--- src/pll_clock_defines.vh ---
// Constants for the PLL and core clock control block.
// Included by the design files; holds definitions only.
`ifndef PLL_CLOCK_DEFINES_VH
`define PLL_CLOCK_DEFINES_VH

// Register address and reset value
`define PLL_CLOCK_CONTROL_ADDR 8'hd7
`define PLL_CLOCK_CONTROL_RST  8'h53

// Field positions
`define OSC_POWERDOWN_BIT 7
`define LOCK_BIT          6
`define RSVD_HI_BIT       5
`define RSVD_LO_BIT       4
`define FAST_IRQ_BIT      3
`define CORE_DIV_HI_BIT   2
`define CORE_DIV_LO_BIT   0

// Timing counts in PLL clock cycles
`define PLL_MULT        512
`define LOCK_TOLERANCE  8
`define XTAL_LOSS_LIMIT 1024

`endif

--- src/pll_core_clock_control.v ---
// PLL lock supervision, core clock division and the control register.
// Assumes the SFR bus and all pins are synchronous to CORE_CLK, which
// stands for the PLL output; XTAL_IN is the crystal clock level.
//
// Overview of operation
// - Crystal period is 512 PLL output cycles; lock checked against that ratio.
// - Core runs at full PLL rate or a binary submultiple of it.
// - After reset the core divider is 8, about 2.097152 MHz.
// - Converter tick at crystal rate, independent of the core divider.
// - Control register at D7H, reset 53H, byte access only.
// - Bit 7 stops the crystal oscillator in power-down when set.
// - Bit 6 is a read-only tracking flag, unaffected by writes.
// - No crystal at power-on clears the flag; PLL free-runs.
// - Crystal lost after lock rails the PLL and halts the core.
// - Bits 2:0 divide the core clock by two to that power.
// - Bit 3 runs interrupts at full speed, then back to divider.
// - External clock select swaps the PLL clock for a pin clock.
`timescale 1ns/1ns
`include "pll_clock_defines.vh"
module pll_core_clock_control #(
    parameter CNT_W = 11
) (
    input  wire       CORE_CLK,
    input  wire       NRST,
    input  wire [7:0] SFR_ADDR,
    input  wire [7:0] SFR_WDATA,
    input  wire       SFR_WR,
    input  wire       SFR_RD,
    output reg  [7:0] SFR_RDATA,
    output wire       SFR_HIT,
    input  wire       XTAL_IN,
    input  wire       POWER_DOWN,
    input  wire       IRQ_ACTIVE,
    input  wire       EXTERNAL_CLOCK_SELECT,
    input  wire       EXT_CLK_IN,
    output wire       XTAL_OSC_EN,
    output wire       CORE_TICK,
    output reg        MOD_TICK,
    output wire       PLL_LOCKED,
    output wire       CORE_HALT,
    output wire       CLK_SOURCE_EXT
);

    // ------------------------------------------------------------
    // Lock supervision states
    // ------------------------------------------------------------
    localparam ST_WAIT_EDGE = 4'b0001;
    localparam ST_MEASURE   = 4'b0010;
    localparam ST_TRACK     = 4'b0100;
    localparam ST_FREE      = 4'b1000;

    reg [3:0]       state;
    reg [CNT_W-1:0] period;
    reg             xtal_q;
    reg             lock_flag;
    reg             railed;
    reg             crystal_osc_powerdown;
    reg             fast_irq_clock_bit;
    reg [1:0]       rsvd;
    reg [2:0]       core_div;
    reg [8:0]       mod_count;
    reg             ext_q;
    reg [2:0]       eff_div;
    reg [7:0]       next_rdata;

    wire            pll_tick;
    wire            xtal_rise = XTAL_IN & ~xtal_q;
    wire            ext_rise  = EXT_CLK_IN & ~ext_q;
    wire            timed_out =
        (period >= (`XTAL_LOSS_LIMIT - 1));
    wire            in_window =
        (period >= (`PLL_MULT - 1 - `LOCK_TOLERANCE)) &&
        (period <= (`PLL_MULT - 1 + `LOCK_TOLERANCE));
    wire            reg_hit   = (SFR_ADDR == `PLL_CLOCK_CONTROL_ADDR);
    wire            reg_write = SFR_WR & reg_hit;
    wire [7:0]      reset_val = `PLL_CLOCK_CONTROL_RST;
    wire [2:0]      reset_div = reset_val[`CORE_DIV_HI_BIT:`CORE_DIV_LO_BIT];
    wire            rail_now  = (state == ST_TRACK) & timed_out;

    assign SFR_HIT        = reg_hit & (SFR_WR | SFR_RD);
    assign PLL_LOCKED     = lock_flag;
    assign CORE_HALT      = railed;
    assign CLK_SOURCE_EXT = EXTERNAL_CLOCK_SELECT;
    assign XTAL_OSC_EN    = ~(POWER_DOWN & crystal_osc_powerdown);

    // ------------------------------------------------------------
    // Crystal edge detection and period counting
    // ------------------------------------------------------------
    always @(posedge CORE_CLK) begin
        if (!NRST) begin
            // Seed from the pins so release shows no false edge
            xtal_q <= XTAL_IN;
            ext_q  <= EXT_CLK_IN;
            period <= {CNT_W{1'b0}};
        end else begin
            xtal_q <= XTAL_IN;
            ext_q  <= EXT_CLK_IN;
            if (xtal_rise)
                period <= {CNT_W{1'b0}};
            else if (!timed_out)
                period <= period + 1'b1;
        end
    end

    // ------------------------------------------------------------
    // Lock supervision
    // ------------------------------------------------------------
    always @(posedge CORE_CLK) begin
        if (!NRST) begin
            state     <= ST_WAIT_EDGE;
            lock_flag <= 1'b1;
            railed    <= 1'b0;
        end else begin
            case (state)
                ST_WAIT_EDGE: begin
                    if (xtal_rise) begin
                        state <= ST_MEASURE;
                    end else if (timed_out) begin
                        lock_flag <= 1'b0;
                        state     <= ST_FREE;
                    end
                end
                ST_MEASURE: begin
                    if (xtal_rise && in_window) begin
                        state <= ST_TRACK;
                    end else if (xtal_rise || timed_out) begin
                        lock_flag <= 1'b0;
                        state     <= ST_FREE;
                    end
                end
                ST_TRACK: begin
                    if (timed_out)
                        railed <= 1'b1;
                end
                ST_FREE: begin
                    state <= ST_FREE;
                end
                default: begin
                    state <= ST_WAIT_EDGE;
                end
            endcase
        end
    end

    // ------------------------------------------------------------
    // Control register
    // ------------------------------------------------------------
    always @(posedge CORE_CLK) begin
        if (!NRST) begin
            crystal_osc_powerdown <= reset_val[`OSC_POWERDOWN_BIT];
            rsvd                  <= reset_val[`RSVD_HI_BIT:`RSVD_LO_BIT];
            fast_irq_clock_bit    <= reset_val[`FAST_IRQ_BIT];
            core_div              <= reset_div;
        end else if (reg_write) begin
            // Lock bit is never written
            crystal_osc_powerdown <= SFR_WDATA[`OSC_POWERDOWN_BIT];
            rsvd <= SFR_WDATA[`RSVD_HI_BIT:`RSVD_LO_BIT];
            fast_irq_clock_bit <= SFR_WDATA[`FAST_IRQ_BIT];
            core_div <= SFR_WDATA[`CORE_DIV_HI_BIT:`CORE_DIV_LO_BIT];
        end
    end

    // ------------------------------------------------------------
    // Register read path
    // ------------------------------------------------------------
    always @* begin
        next_rdata = 8'h00;
        if (reg_hit && SFR_RD)
            next_rdata = {crystal_osc_powerdown, lock_flag, rsvd,
                          fast_irq_clock_bit, core_div};
    end

    always @(posedge CORE_CLK) begin
        if (!NRST)
            SFR_RDATA <= 8'h00;
        else
            SFR_RDATA <= next_rdata;
    end

    // ------------------------------------------------------------
    // Core clock selection
    // ------------------------------------------------------------
    always @* begin
        eff_div = core_div;
        if (fast_irq_clock_bit && IRQ_ACTIVE)
            eff_div = 3'h0;
    end

    core_clock_gen #(
        .DIV_W     (3),
        .CNT_W     (7)
    ) core_clock_gen_i (
        .clk       (CORE_CLK),
        .rst_n     (NRST),
        .run       (~railed),
        .div       (eff_div),
        .reset_div (reset_div),
        .tick      (pll_tick)
    );

    // ------------------------------------------------------------
    // Core tick output
    // ------------------------------------------------------------
    assign CORE_TICK = railed ? 1'b0 :
                       (EXTERNAL_CLOCK_SELECT ? ext_rise : pll_tick);

    // ------------------------------------------------------------
    // Converter tick at the crystal rate
    // ------------------------------------------------------------
    always @(posedge CORE_CLK) begin
        if (!NRST) begin
            mod_count <= 9'h000;
            MOD_TICK  <= 1'b0;
        end else if (railed) begin
            MOD_TICK <= 1'b0;
        end else begin
            mod_count <= mod_count + 1'b1;
            // Crystal loss stops the converter tick at once
            MOD_TICK  <= (mod_count == 9'h1ff) & ~rail_now;
        end
    end

endmodule // pll_core_clock_control

--- src/core_clock_gen.v ---
// Core clock pulse generator: one pulse every 2**div input cycles.
// Assumes a synchronous active-low reset and a stable divider input.
`timescale 1ns/1ns
module core_clock_gen #(
    parameter DIV_W = 3,
    parameter CNT_W = 7
) (
    input  wire             clk,
    input  wire             rst_n,
    input  wire             run,
    input  wire [DIV_W-1:0] div,
    input  wire [DIV_W-1:0] reset_div,
    output reg              tick
);

    reg [CNT_W-1:0] count;
    reg [DIV_W-1:0] active_div;

    function [CNT_W-1:0] last_count;
        input [DIV_W-1:0] d;
        begin
            last_count = (({{(CNT_W-1){1'b0}}, 1'b1}) << d) - 1'b1;
        end
    endfunction

    // ------------------------------------------------------------
    // Divider: new setting taken only at a period boundary
    // ------------------------------------------------------------
    always @(posedge clk) begin
        if (!rst_n) begin
            count      <= {CNT_W{1'b0}};
            active_div <= reset_div;
            tick       <= 1'b0;
        end else if (!run) begin
            tick <= 1'b0;
        end else if (count >= last_count(active_div)) begin
            count      <= {CNT_W{1'b0}};
            active_div <= div;
            tick       <= 1'b1;
        end else begin
            count <= count + 1'b1;
            tick  <= 1'b0;
        end
    end

endmodule // core_clock_gen

--- config.mk ---
export PLATFORM = sky130hd
export DESIGN_NAME = pll_core_clock_control
export DESIGN_NICKNAME = d
export VERILOG_FILES = /design/src/pll_core_clock_control.v /design/src/core_clock_gen.v
export VERILOG_INCLUDE_DIRS = /design/src
export SDC_FILE = /design/constraint.sdc
export NUM_CORES = 1
export LEC_CHECK = 0
export BUFFER_PORTS_ARGS = -buffer_cell sky130_fd_sc_hd__clkbuf_2
export CAP_MARGIN = 10
export CORE_MARGIN = 4
export CORE_UTILIZATION = 25
export CTS_CLUSTER_SIZE = 16
export DETAILED_ROUTE_END_ITERATION = 6
export SKIP_CTS_REPAIR_TIMING = 1
export SLEW_MARGIN = 20
export SYNTH_ARGS = -nofsm -noshare
export SYNTH_HDL_FRONTEND = slang
export SYNTH_HIERARCHICAL = 1
export SYNTH_SLANG_ARGS = --single-unit
--- constraint.sdc ---
create_clock -name CORE_CLK -period 2 [get_ports CORE_CLK]
set_input_delay 0.6 -clock CORE_CLK [delete_from_list [all_inputs] [get_ports CORE_CLK]]
set_output_delay 0.6 -clock CORE_CLK [all_outputs]
set_load 0.02 [all_outputs]
==> flow_summary.json, run 1 <==
{
  "detail_route.wirelength.met1_microns": 2496,
  "tritoncts": "done",
  "top_signal_layer_used": "met4",
  "grt_setup_unrepaired": "yes",
  "detailed_route_iter0_violations": 73,
  "report.final.hold_viol_count": 0,
  "cp_top_family": "simple AND/OR/NAND/NOR gates",
  "route.met3.wl_microns": 314,
  "netlist_top_cells_count": "sky130_fd_sc_hd__dfxtp_1, sky130_fd_sc_hd__nor2_1, sky130_fd_sc_hd__nand2_1",
  "antenna_cells_inserted": 0,
  "clock_sink_count": 55,
  "wire_length_per_cell_after_detailed_routing_microns": 11.77,
  "placementRows": 37,
  "cp-start-kind": "input pin",
  "drt_drc_violations_left": 0,
  "drv.max_cap_violation_count": 0,
  "final_critical_path_setup_slack_ns": 0.1191,
  "synth.area.top_cells": "sky130_fd_sc_hd__dfxtp_1, sky130_fd_sc_hd__ha_1, sky130_fd_sc_hd__nor2_1",
  "worstMarginPinSlew_ns": 0.5062,
  "async_reset_ff_frac": 0,
  "placedInstanceArea_sq_mm": 0.002983,
  "cts-root-to-sink-buffers": 2,
  "synthMostInstantiatedCell": "sky130_fd_sc_hd__dfxtp_1",
  "postRouteAntennaNets": 0,
  "grt_max_degree": 17,
  "timing.critical_path.required_ns": 1.40,
  "clock_input_transition_at_the_sequential_cells_of_the_worst_setup_and_hold_paths_ns": 0.10,
  "route.detailed.vias_per_inst": 4.664,
  "gp_routability_congestion": 0.7240,
  "min_period_ns": 1.881,
  "critical_path.slowest_cell": "sky130_fd_sc_hd__nand4b_1",
  "timing.critical_path.cells": "clkbuf_2, nand4b_1, nor2_1, o21a_1, clkbuf_2",
  "route.vias.total": 2141,
  "grt_antenna_before_repair": 0,
  "critical_path_buf_inv_count": 2,
  "synth-seq-area-share": 0.4332,
  "numCtsBuffers": 5,
  "placed_wire_length_estimate_after_detailed_placement_microns": 3898,
  "route.final.wire_length_microns": 5404,
  "powerDensity_mw_per_mm2": 690.3,
  "syn_area_per_cell_sq_um": 9.359,
  "flow.area_growth_from_synthesis_pct": 19.65,
  "synth-seq-cells": 55,
  "power.ir.vdd_worst_mv": 0.2484,
  "post-layout-total-power_mw": 2.157,
  "global_route_wire_length_before_repair_microns": 9011,
  "pre_cts_ws_ns": 0.03197,
  "run_status": "finished, final reports clean",
  "worst_clock_skew_ns": 0.01142,
  "crit_arrival_ns": 1.28,
  "grt_overflow_total": 0,
  "synth.lib_cells_used.distinct": 53,
  "synthesis.instances": 279,
  "ys_warn_count": 6,
  "met2_routed_wl_microns": 2502,
  "grt_pass1_vias": 1994,
  "clock_tree.htree_level_count": 2,
  "synth.top_cell.area_share": 0.3987,
  "slew_violations": 0,
  "drive_gt1_frac": 0.1981,
  "max_freq_mhz": 531.6,
  "timing.setup.critical_path_class": "input pin to output port",
  "critical_path_capture_point_type": "output port",
  "finalCritPeriodShare": 0.9405,
  "num_io_pins": 40,
  "groute.usage.overall": 0.09163,
  "synth.largest_area_cell": "sky130_fd_sc_hd__dfxtp_1",
  "critical_path_peak_fanout": 2,
  "port_buffers": 38,
  "critPathMaxStageDelay_ns": 0.17,
  "nNetsFinal": 358,
  "synth_top_flop_cell": "sky130_fd_sc_hd__dfxtp_1",
  "cellLeakagePower_nw": 1.330,
  "hold_path_class": "input pin to register",
  "total_die_area_sq_mm": 0.01214,
  "final_design_area_no_fill_sq_mm": 0.003124,
  "clk-insertion-delay-late_ns": 0.31,
  "coreArea_sq_mm": 0.01023,
  "cpMostUsedCell": "sky130_fd_sc_hd__clkbuf_2",
  "die-width_microns": 110.2,
  "die_y_microns": 110.2,
  "initial_util": 0.2552,
  "cts-root-buf": "sky130_fd_sc_hd__clkbuf_8",
  "syn-cell-area_sq_mm": 0.002611,
  "maxSlewHeadroom": 0.6578,
  "final-setup-viol-count": 0,
  "synth_enable_flop_cells": 3,
  "drtPass1Iterations": 4
}
cell families (layout without fill, tap and decap cells):
family          Yosys count  in the layout  synth area share
xor+xnor                 16             16           0.05366
compound gates           43             44            0.1179
flops                    55             55            0.4332
fa+ha+maj                11             11           0.05271
other cells               2              3          0.002876
simple gates            117            117            0.2453
buf+inv                  21             63           0.03929
mux                      14             14           0.05510
per-stage QoR:
step / util / hold WS (ns) / cells / TNS (ns)
2_1_floorplan: - / 0.4295 / 280 / 0
3_3_place_gp: 0.2915 / 0.4398 / 450 / 0
3_5_place_dp: 0.2915 / 0.4477 / 450 / 0
4_1_cts: 0.3021 / 0.3930 / 458 / 0
5_1_grt: 0.3054 / 0.3874 / 459 / -0.06474
6_report: 0.3054 / 0.4000 / 459 / 0
metal layers:
layer  track usage  up-vias
met1        0.1154     1008
li1              -     1076
met3       0.01864       10
met5             0        -
met2        0.1534       47
met4       0.03606        0
placed cells by master (no fill, tap or decap), drive strengths merged, types with 2 or more instances in the layout:
| cell | netlist | layout |
|---|---|---|
| a211oi | 4 | 4 |
| nor4 | 2 | 2 |
| nand2b | 4 | 4 |
| o211ai | 2 | 3 |
| mux2 | 3 | 3 |
| a31oi | 4 | 4 |
| o21a | 3 | 3 |
| dfxtp | 52 | 52 |
| a21o | 3 | 3 |
| nand3 | 6 | 6 |
| nor3b | 2 | 2 |
| edfxtp | 3 | 3 |
| conb | 2 | 3 |
| xor2 | 10 | 10 |
| nor2 | 34 | 34 |
| and2 | 12 | 12 |
| nor4b | 3 | 3 |
| clkbuf | 6 | 43 |
| nor2b | 4 | 4 |
| and3 | 5 | 5 |
| buf | 7 | 9 |
| nand4 | 9 | 9 |
| nand2 | 17 | 17 |
| xnor2 | 6 | 6 |
| clkinv | 0 | 2 |
| o21ai | 8 | 8 |
| inv | 8 | 8 |
| o2111ai | 3 | 3 |
| nand3b | 2 | 2 |
| nand4b | 3 | 3 |
| ha | 11 | 11 |
| nor3 | 4 | 4 |
| a21oi | 7 | 7 |
| a311oi | 2 | 2 |
| or3 | 4 | 4 |
| mux2i | 11 | 11 |
registers in the layout, summed over array words and instances, names as in the netlist:
| name | cells |
|---|---|
| core_div | 3 |
| xtal_q | 1 |
| PLL_LOCKED | 1 |
| core_clock_gen_i/count | 7 |
| mod_count | 9 |
| SFR_RDATA | 8 |
| state | 4 |
| core_clock_gen_i/tick | 1 |
| fast_irq_clock_bit | 1 |
| MOD_TICK | 1 |
| period | 11 |
| rsvd | 2 |
| crystal_osc_powerdown | 1 |
| CORE_HALT | 1 |
| ext_q | 1 |
| core_clock_gen_i/active_div | 3 |
final timing paths:
| kind | endpoint | from | cells past startpoint | slack (ns) |
|---|---|---|---|---|
| setup / recovery | SFR_HIT | SFR_ADDR[5] | 5 | 0.12 |
| hold / removal | ext_q | EXT_CLK_IN | 1 | 0.40 |
| setup reg to reg | core_clock_gen_i/tick | core_clock_gen_i/active_div[1] | 6 | 0.12 |
| hold reg to reg | SFR_RDATA[4] | rsvd[0] | 1 | 0.46 |
worst reg2reg max path: stages, from the launching register on:
cell and delay, ns:
sky130_fd_sc_hd__edfxtp_1 0.39, sky130_fd_sc_hd__or3_1 0.38, sky130_fd_sc_hd__ha_1 0.27, sky130_fd_sc_hd__nand2b_1 0.17
sky130_fd_sc_hd__a31oi_4 0.27, sky130_fd_sc_hd__o21ai_0 0.14, sky130_fd_sc_hd__and2_1 0.17
final cells by class:
| type | count | area [sq um] |
|---|---|---|
| sequential | 55 | 1131 |
| clock inverter | 3 | 38.79 |
| clock buffer | 5 | 68.82 |
| timing repair buffer | 47 | 270.3 |
| multi-input combinational | 205 | 1415 |
| fill | 1041 | 7107 |
| inverter | 8 | 30.03 |
| tap | 136 | 170.2 |
power breakdown:
group	switching (mW)	total, mW	internal (mW)
combinational	0.118	0.246	0.127
sequential	0.0486	1.19	1.14
clock	0.358	0.725	0.367
total	0.525	2.16	1.63
(Power assumes the default switching activity.)
==> run 2, diff against run 1 <==
--- a/config.mk
+++ b/config.mk
@@ -12,6 +12,7 @@
 export CORE_UTILIZATION = 25
 export CTS_CLUSTER_SIZE = 16
 export DETAILED_ROUTE_END_ITERATION = 6
+export REMOVE_ABC_BUFFERS = 1
 export SKIP_CTS_REPAIR_TIMING = 1
 export SLEW_MARGIN = 20
 export SYNTH_ARGS = -nofsm -noshare
==> run 2 against run 1 <==
Compared with the run above: largest cell class unchanged; sequential cell count stayed put; clock skew up 0.0010 ns; setup slack worse by 0.014 ns; critical path type unchanged; sequential share of layout area about the same; combinational power is essentially flat; critical path depth unchanged; design area up 0.12%.
==> flow_summary.json, run 2 (synthesis results as in run 1) <==
{
  "cellLeakagePower_nw": 1.326,
  "placed_wire_length_estimate_after_detailed_placement_microns": 4046,
  "final_core_utilization": 0.3057,
  "cts-root-buf": "sky130_fd_sc_hd__clkbuf_8",
  "finalCritPeriodShare": 0.9472,
  "wire_length_per_cell_after_detailed_routing_microns": 11.95,
  "cts-root-to-sink-buffers": 2,
  "hold_path_class": "input pin to register",
  "die_y_microns": 110.2,
  "grt_pass1_vias": 1997,
  "max_flop_register": "period",
  "clock_sink_count": 55,
  "crit_arrival_ns": 1.29,
  "grt_setup_unrepaired": "no",
  "drtPass1Iterations": 4,
  "gp_routability_congestion": 0.8384,
  "numPlacedInstances": 451,
  "detailed_route_iter0_violations": 104,
  "layout_top_registers": "period x11, mod_count x9, SFR_RDATA x8",
  "clk-insertion-delay-late_ns": 0.30,
  "cp-start-kind": "input pin",
  "grt_overflow_total": 0,
  "power.ir.vdd_worst_mv": 0.3381,
  "pre_cts_ws_ns": -0.02191,
  "timing.critical_path.required_ns": 1.40,
  "coreArea_sq_mm": 0.01023,
  "final_critical_path_setup_slack_ns": 0.1055,
  "tritoncts": "done",
  "max_freq_mhz": 527.9,
  "grt_antenna_before_repair": 0,
  "route.final.wire_length_microns": 5495,
  "finalNonFillerCells": 460,
  "clock_tree.htree_level_count": 2,
  "clock_input_transition_at_the_sequential_cells_of_the_worst_setup_and_hold_paths_ns": 0.09,
  "flip_flop_count_of_the_largest_register_all_copies_and_words_added": 11,
  "route.vias.total": 2102,
  "num_io_pins": 40,
  "total_die_area_sq_mm": 0.01214,
  "placementRows": 37,
  "drive_gt1_frac": 0.2099,
  "antenna_cells_inserted": 0,
  "final-setup-viol-count": 0,
  "flow.area_growth_from_synthesis_pct": 19.79,
  "route.detailed.vias_per_inst": 4.570,
  "timing.setup.critical_path_class": "input pin to output port",
  "die-width_microns": 110.2,
  "port_buffers": 38,
  "final_design_area_no_fill_sq_mm": 0.003128,
  "drv.max_cap_violation_count": 0,
  "grt_max_degree": 18,
  "initial_util": 0.2552,
  "layout_commonest_cell": "sky130_fd_sc_hd__dfxtp_1",
  "worst_clock_skew_ns": 0.01244,
  "postRouteAntennaNets": 0,
  "min_period_ns": 1.894,
  "global_route_wire_length_before_repair_microns": 8907,
  "drt_drc_violations_left": 0,
  "maxSlewHeadroom": 0.6717,
  "final_cell_mix": "sky130_fd_sc_hd__dfxtp_1, sky130_fd_sc_hd__clkbuf_2, sky130_fd_sc_hd__nor2_1",
  "worstMarginPinSlew_ns": 0.4857,
  "nNetsFinal": 359,
  "numCtsBuffers": 5,
  "critical_path_capture_point_type": "output port",
  "post-layout-total-power_mw": 2.073,
  "placedInstanceArea_sq_mm": 0.002978,
  "powerDensity_mw_per_mm2": 662.6,
  "run_status": "finished, final reports clean",
  "critical_path_peak_fanout": 2,
  "groute.usage.overall": 0.09291,
  "slew_violations": 0,
  "report.final.hold_viol_count": 0
}
[run 2: worst paths after layout]
kind | depth (start not counted) | slack (ns) | startpoint | to
worst max register to register | 5 | 0.12 | core_clock_gen_i/active_div[1] | core_clock_gen_i/active_div[2]
worst max-delay path | 5 | 0.11 | SFR_ADDR[5] | SFR_HIT
worst min-delay path | 1 | 0.42 | EXT_CLK_IN | ext_q
worst min register to register | 1 | 0.47 | rsvd[0] | SFR_RDATA[4]
[run 2: area by class of cell]
cell class                 count  area (sq um)
fill                        1064          7103
tap                          136         170.2
clock inverter                 2         16.27
inverter                       8         30.03
multi-input combinational    205          1433
timing repair buffer          48         265.3
clock buffer                   6         82.58
sequential                    55          1131
[run 2: through the flow]
step	hold slack (ns)	TNS, ns
3_5_place_dp	0.4462	-0.06565
6_report	0.4194	0
5_1_grt	0.4101	0
3_3_place_gp	0.4339	0
2_1_floorplan	0.4295	0
4_1_cts	0.4102	-0.09486
[run 2: critical path: stages]
cell and delay, ns:
sky130_fd_sc_hd__clkbuf_2 0.07, sky130_fd_sc_hd__nand4b_1 0.18, sky130_fd_sc_hd__nor2_1 0.15, sky130_fd_sc_hd__o21a_1 0.13
sky130_fd_sc_hd__clkbuf_2 0.16
[run 2: metal layers]
metal | up-vias | GRT usage | part of all wire
met5 | - | 0 | 0
met3 | 2 | 0.02912 | 0.061
met4 | 0 | 0.03518 | 0.0098
met1 | 974 | 0.1113 | 0.47
li1 | 1083 | - | -
met2 | 43 | 0.1555 | 0.46
[run 2: report_power, final]
group	internal [mW]	switching, mW
registers	1.14	0.0482
clock network	0.283	0.356
logic	0.129	0.119
total	1.55	0.523
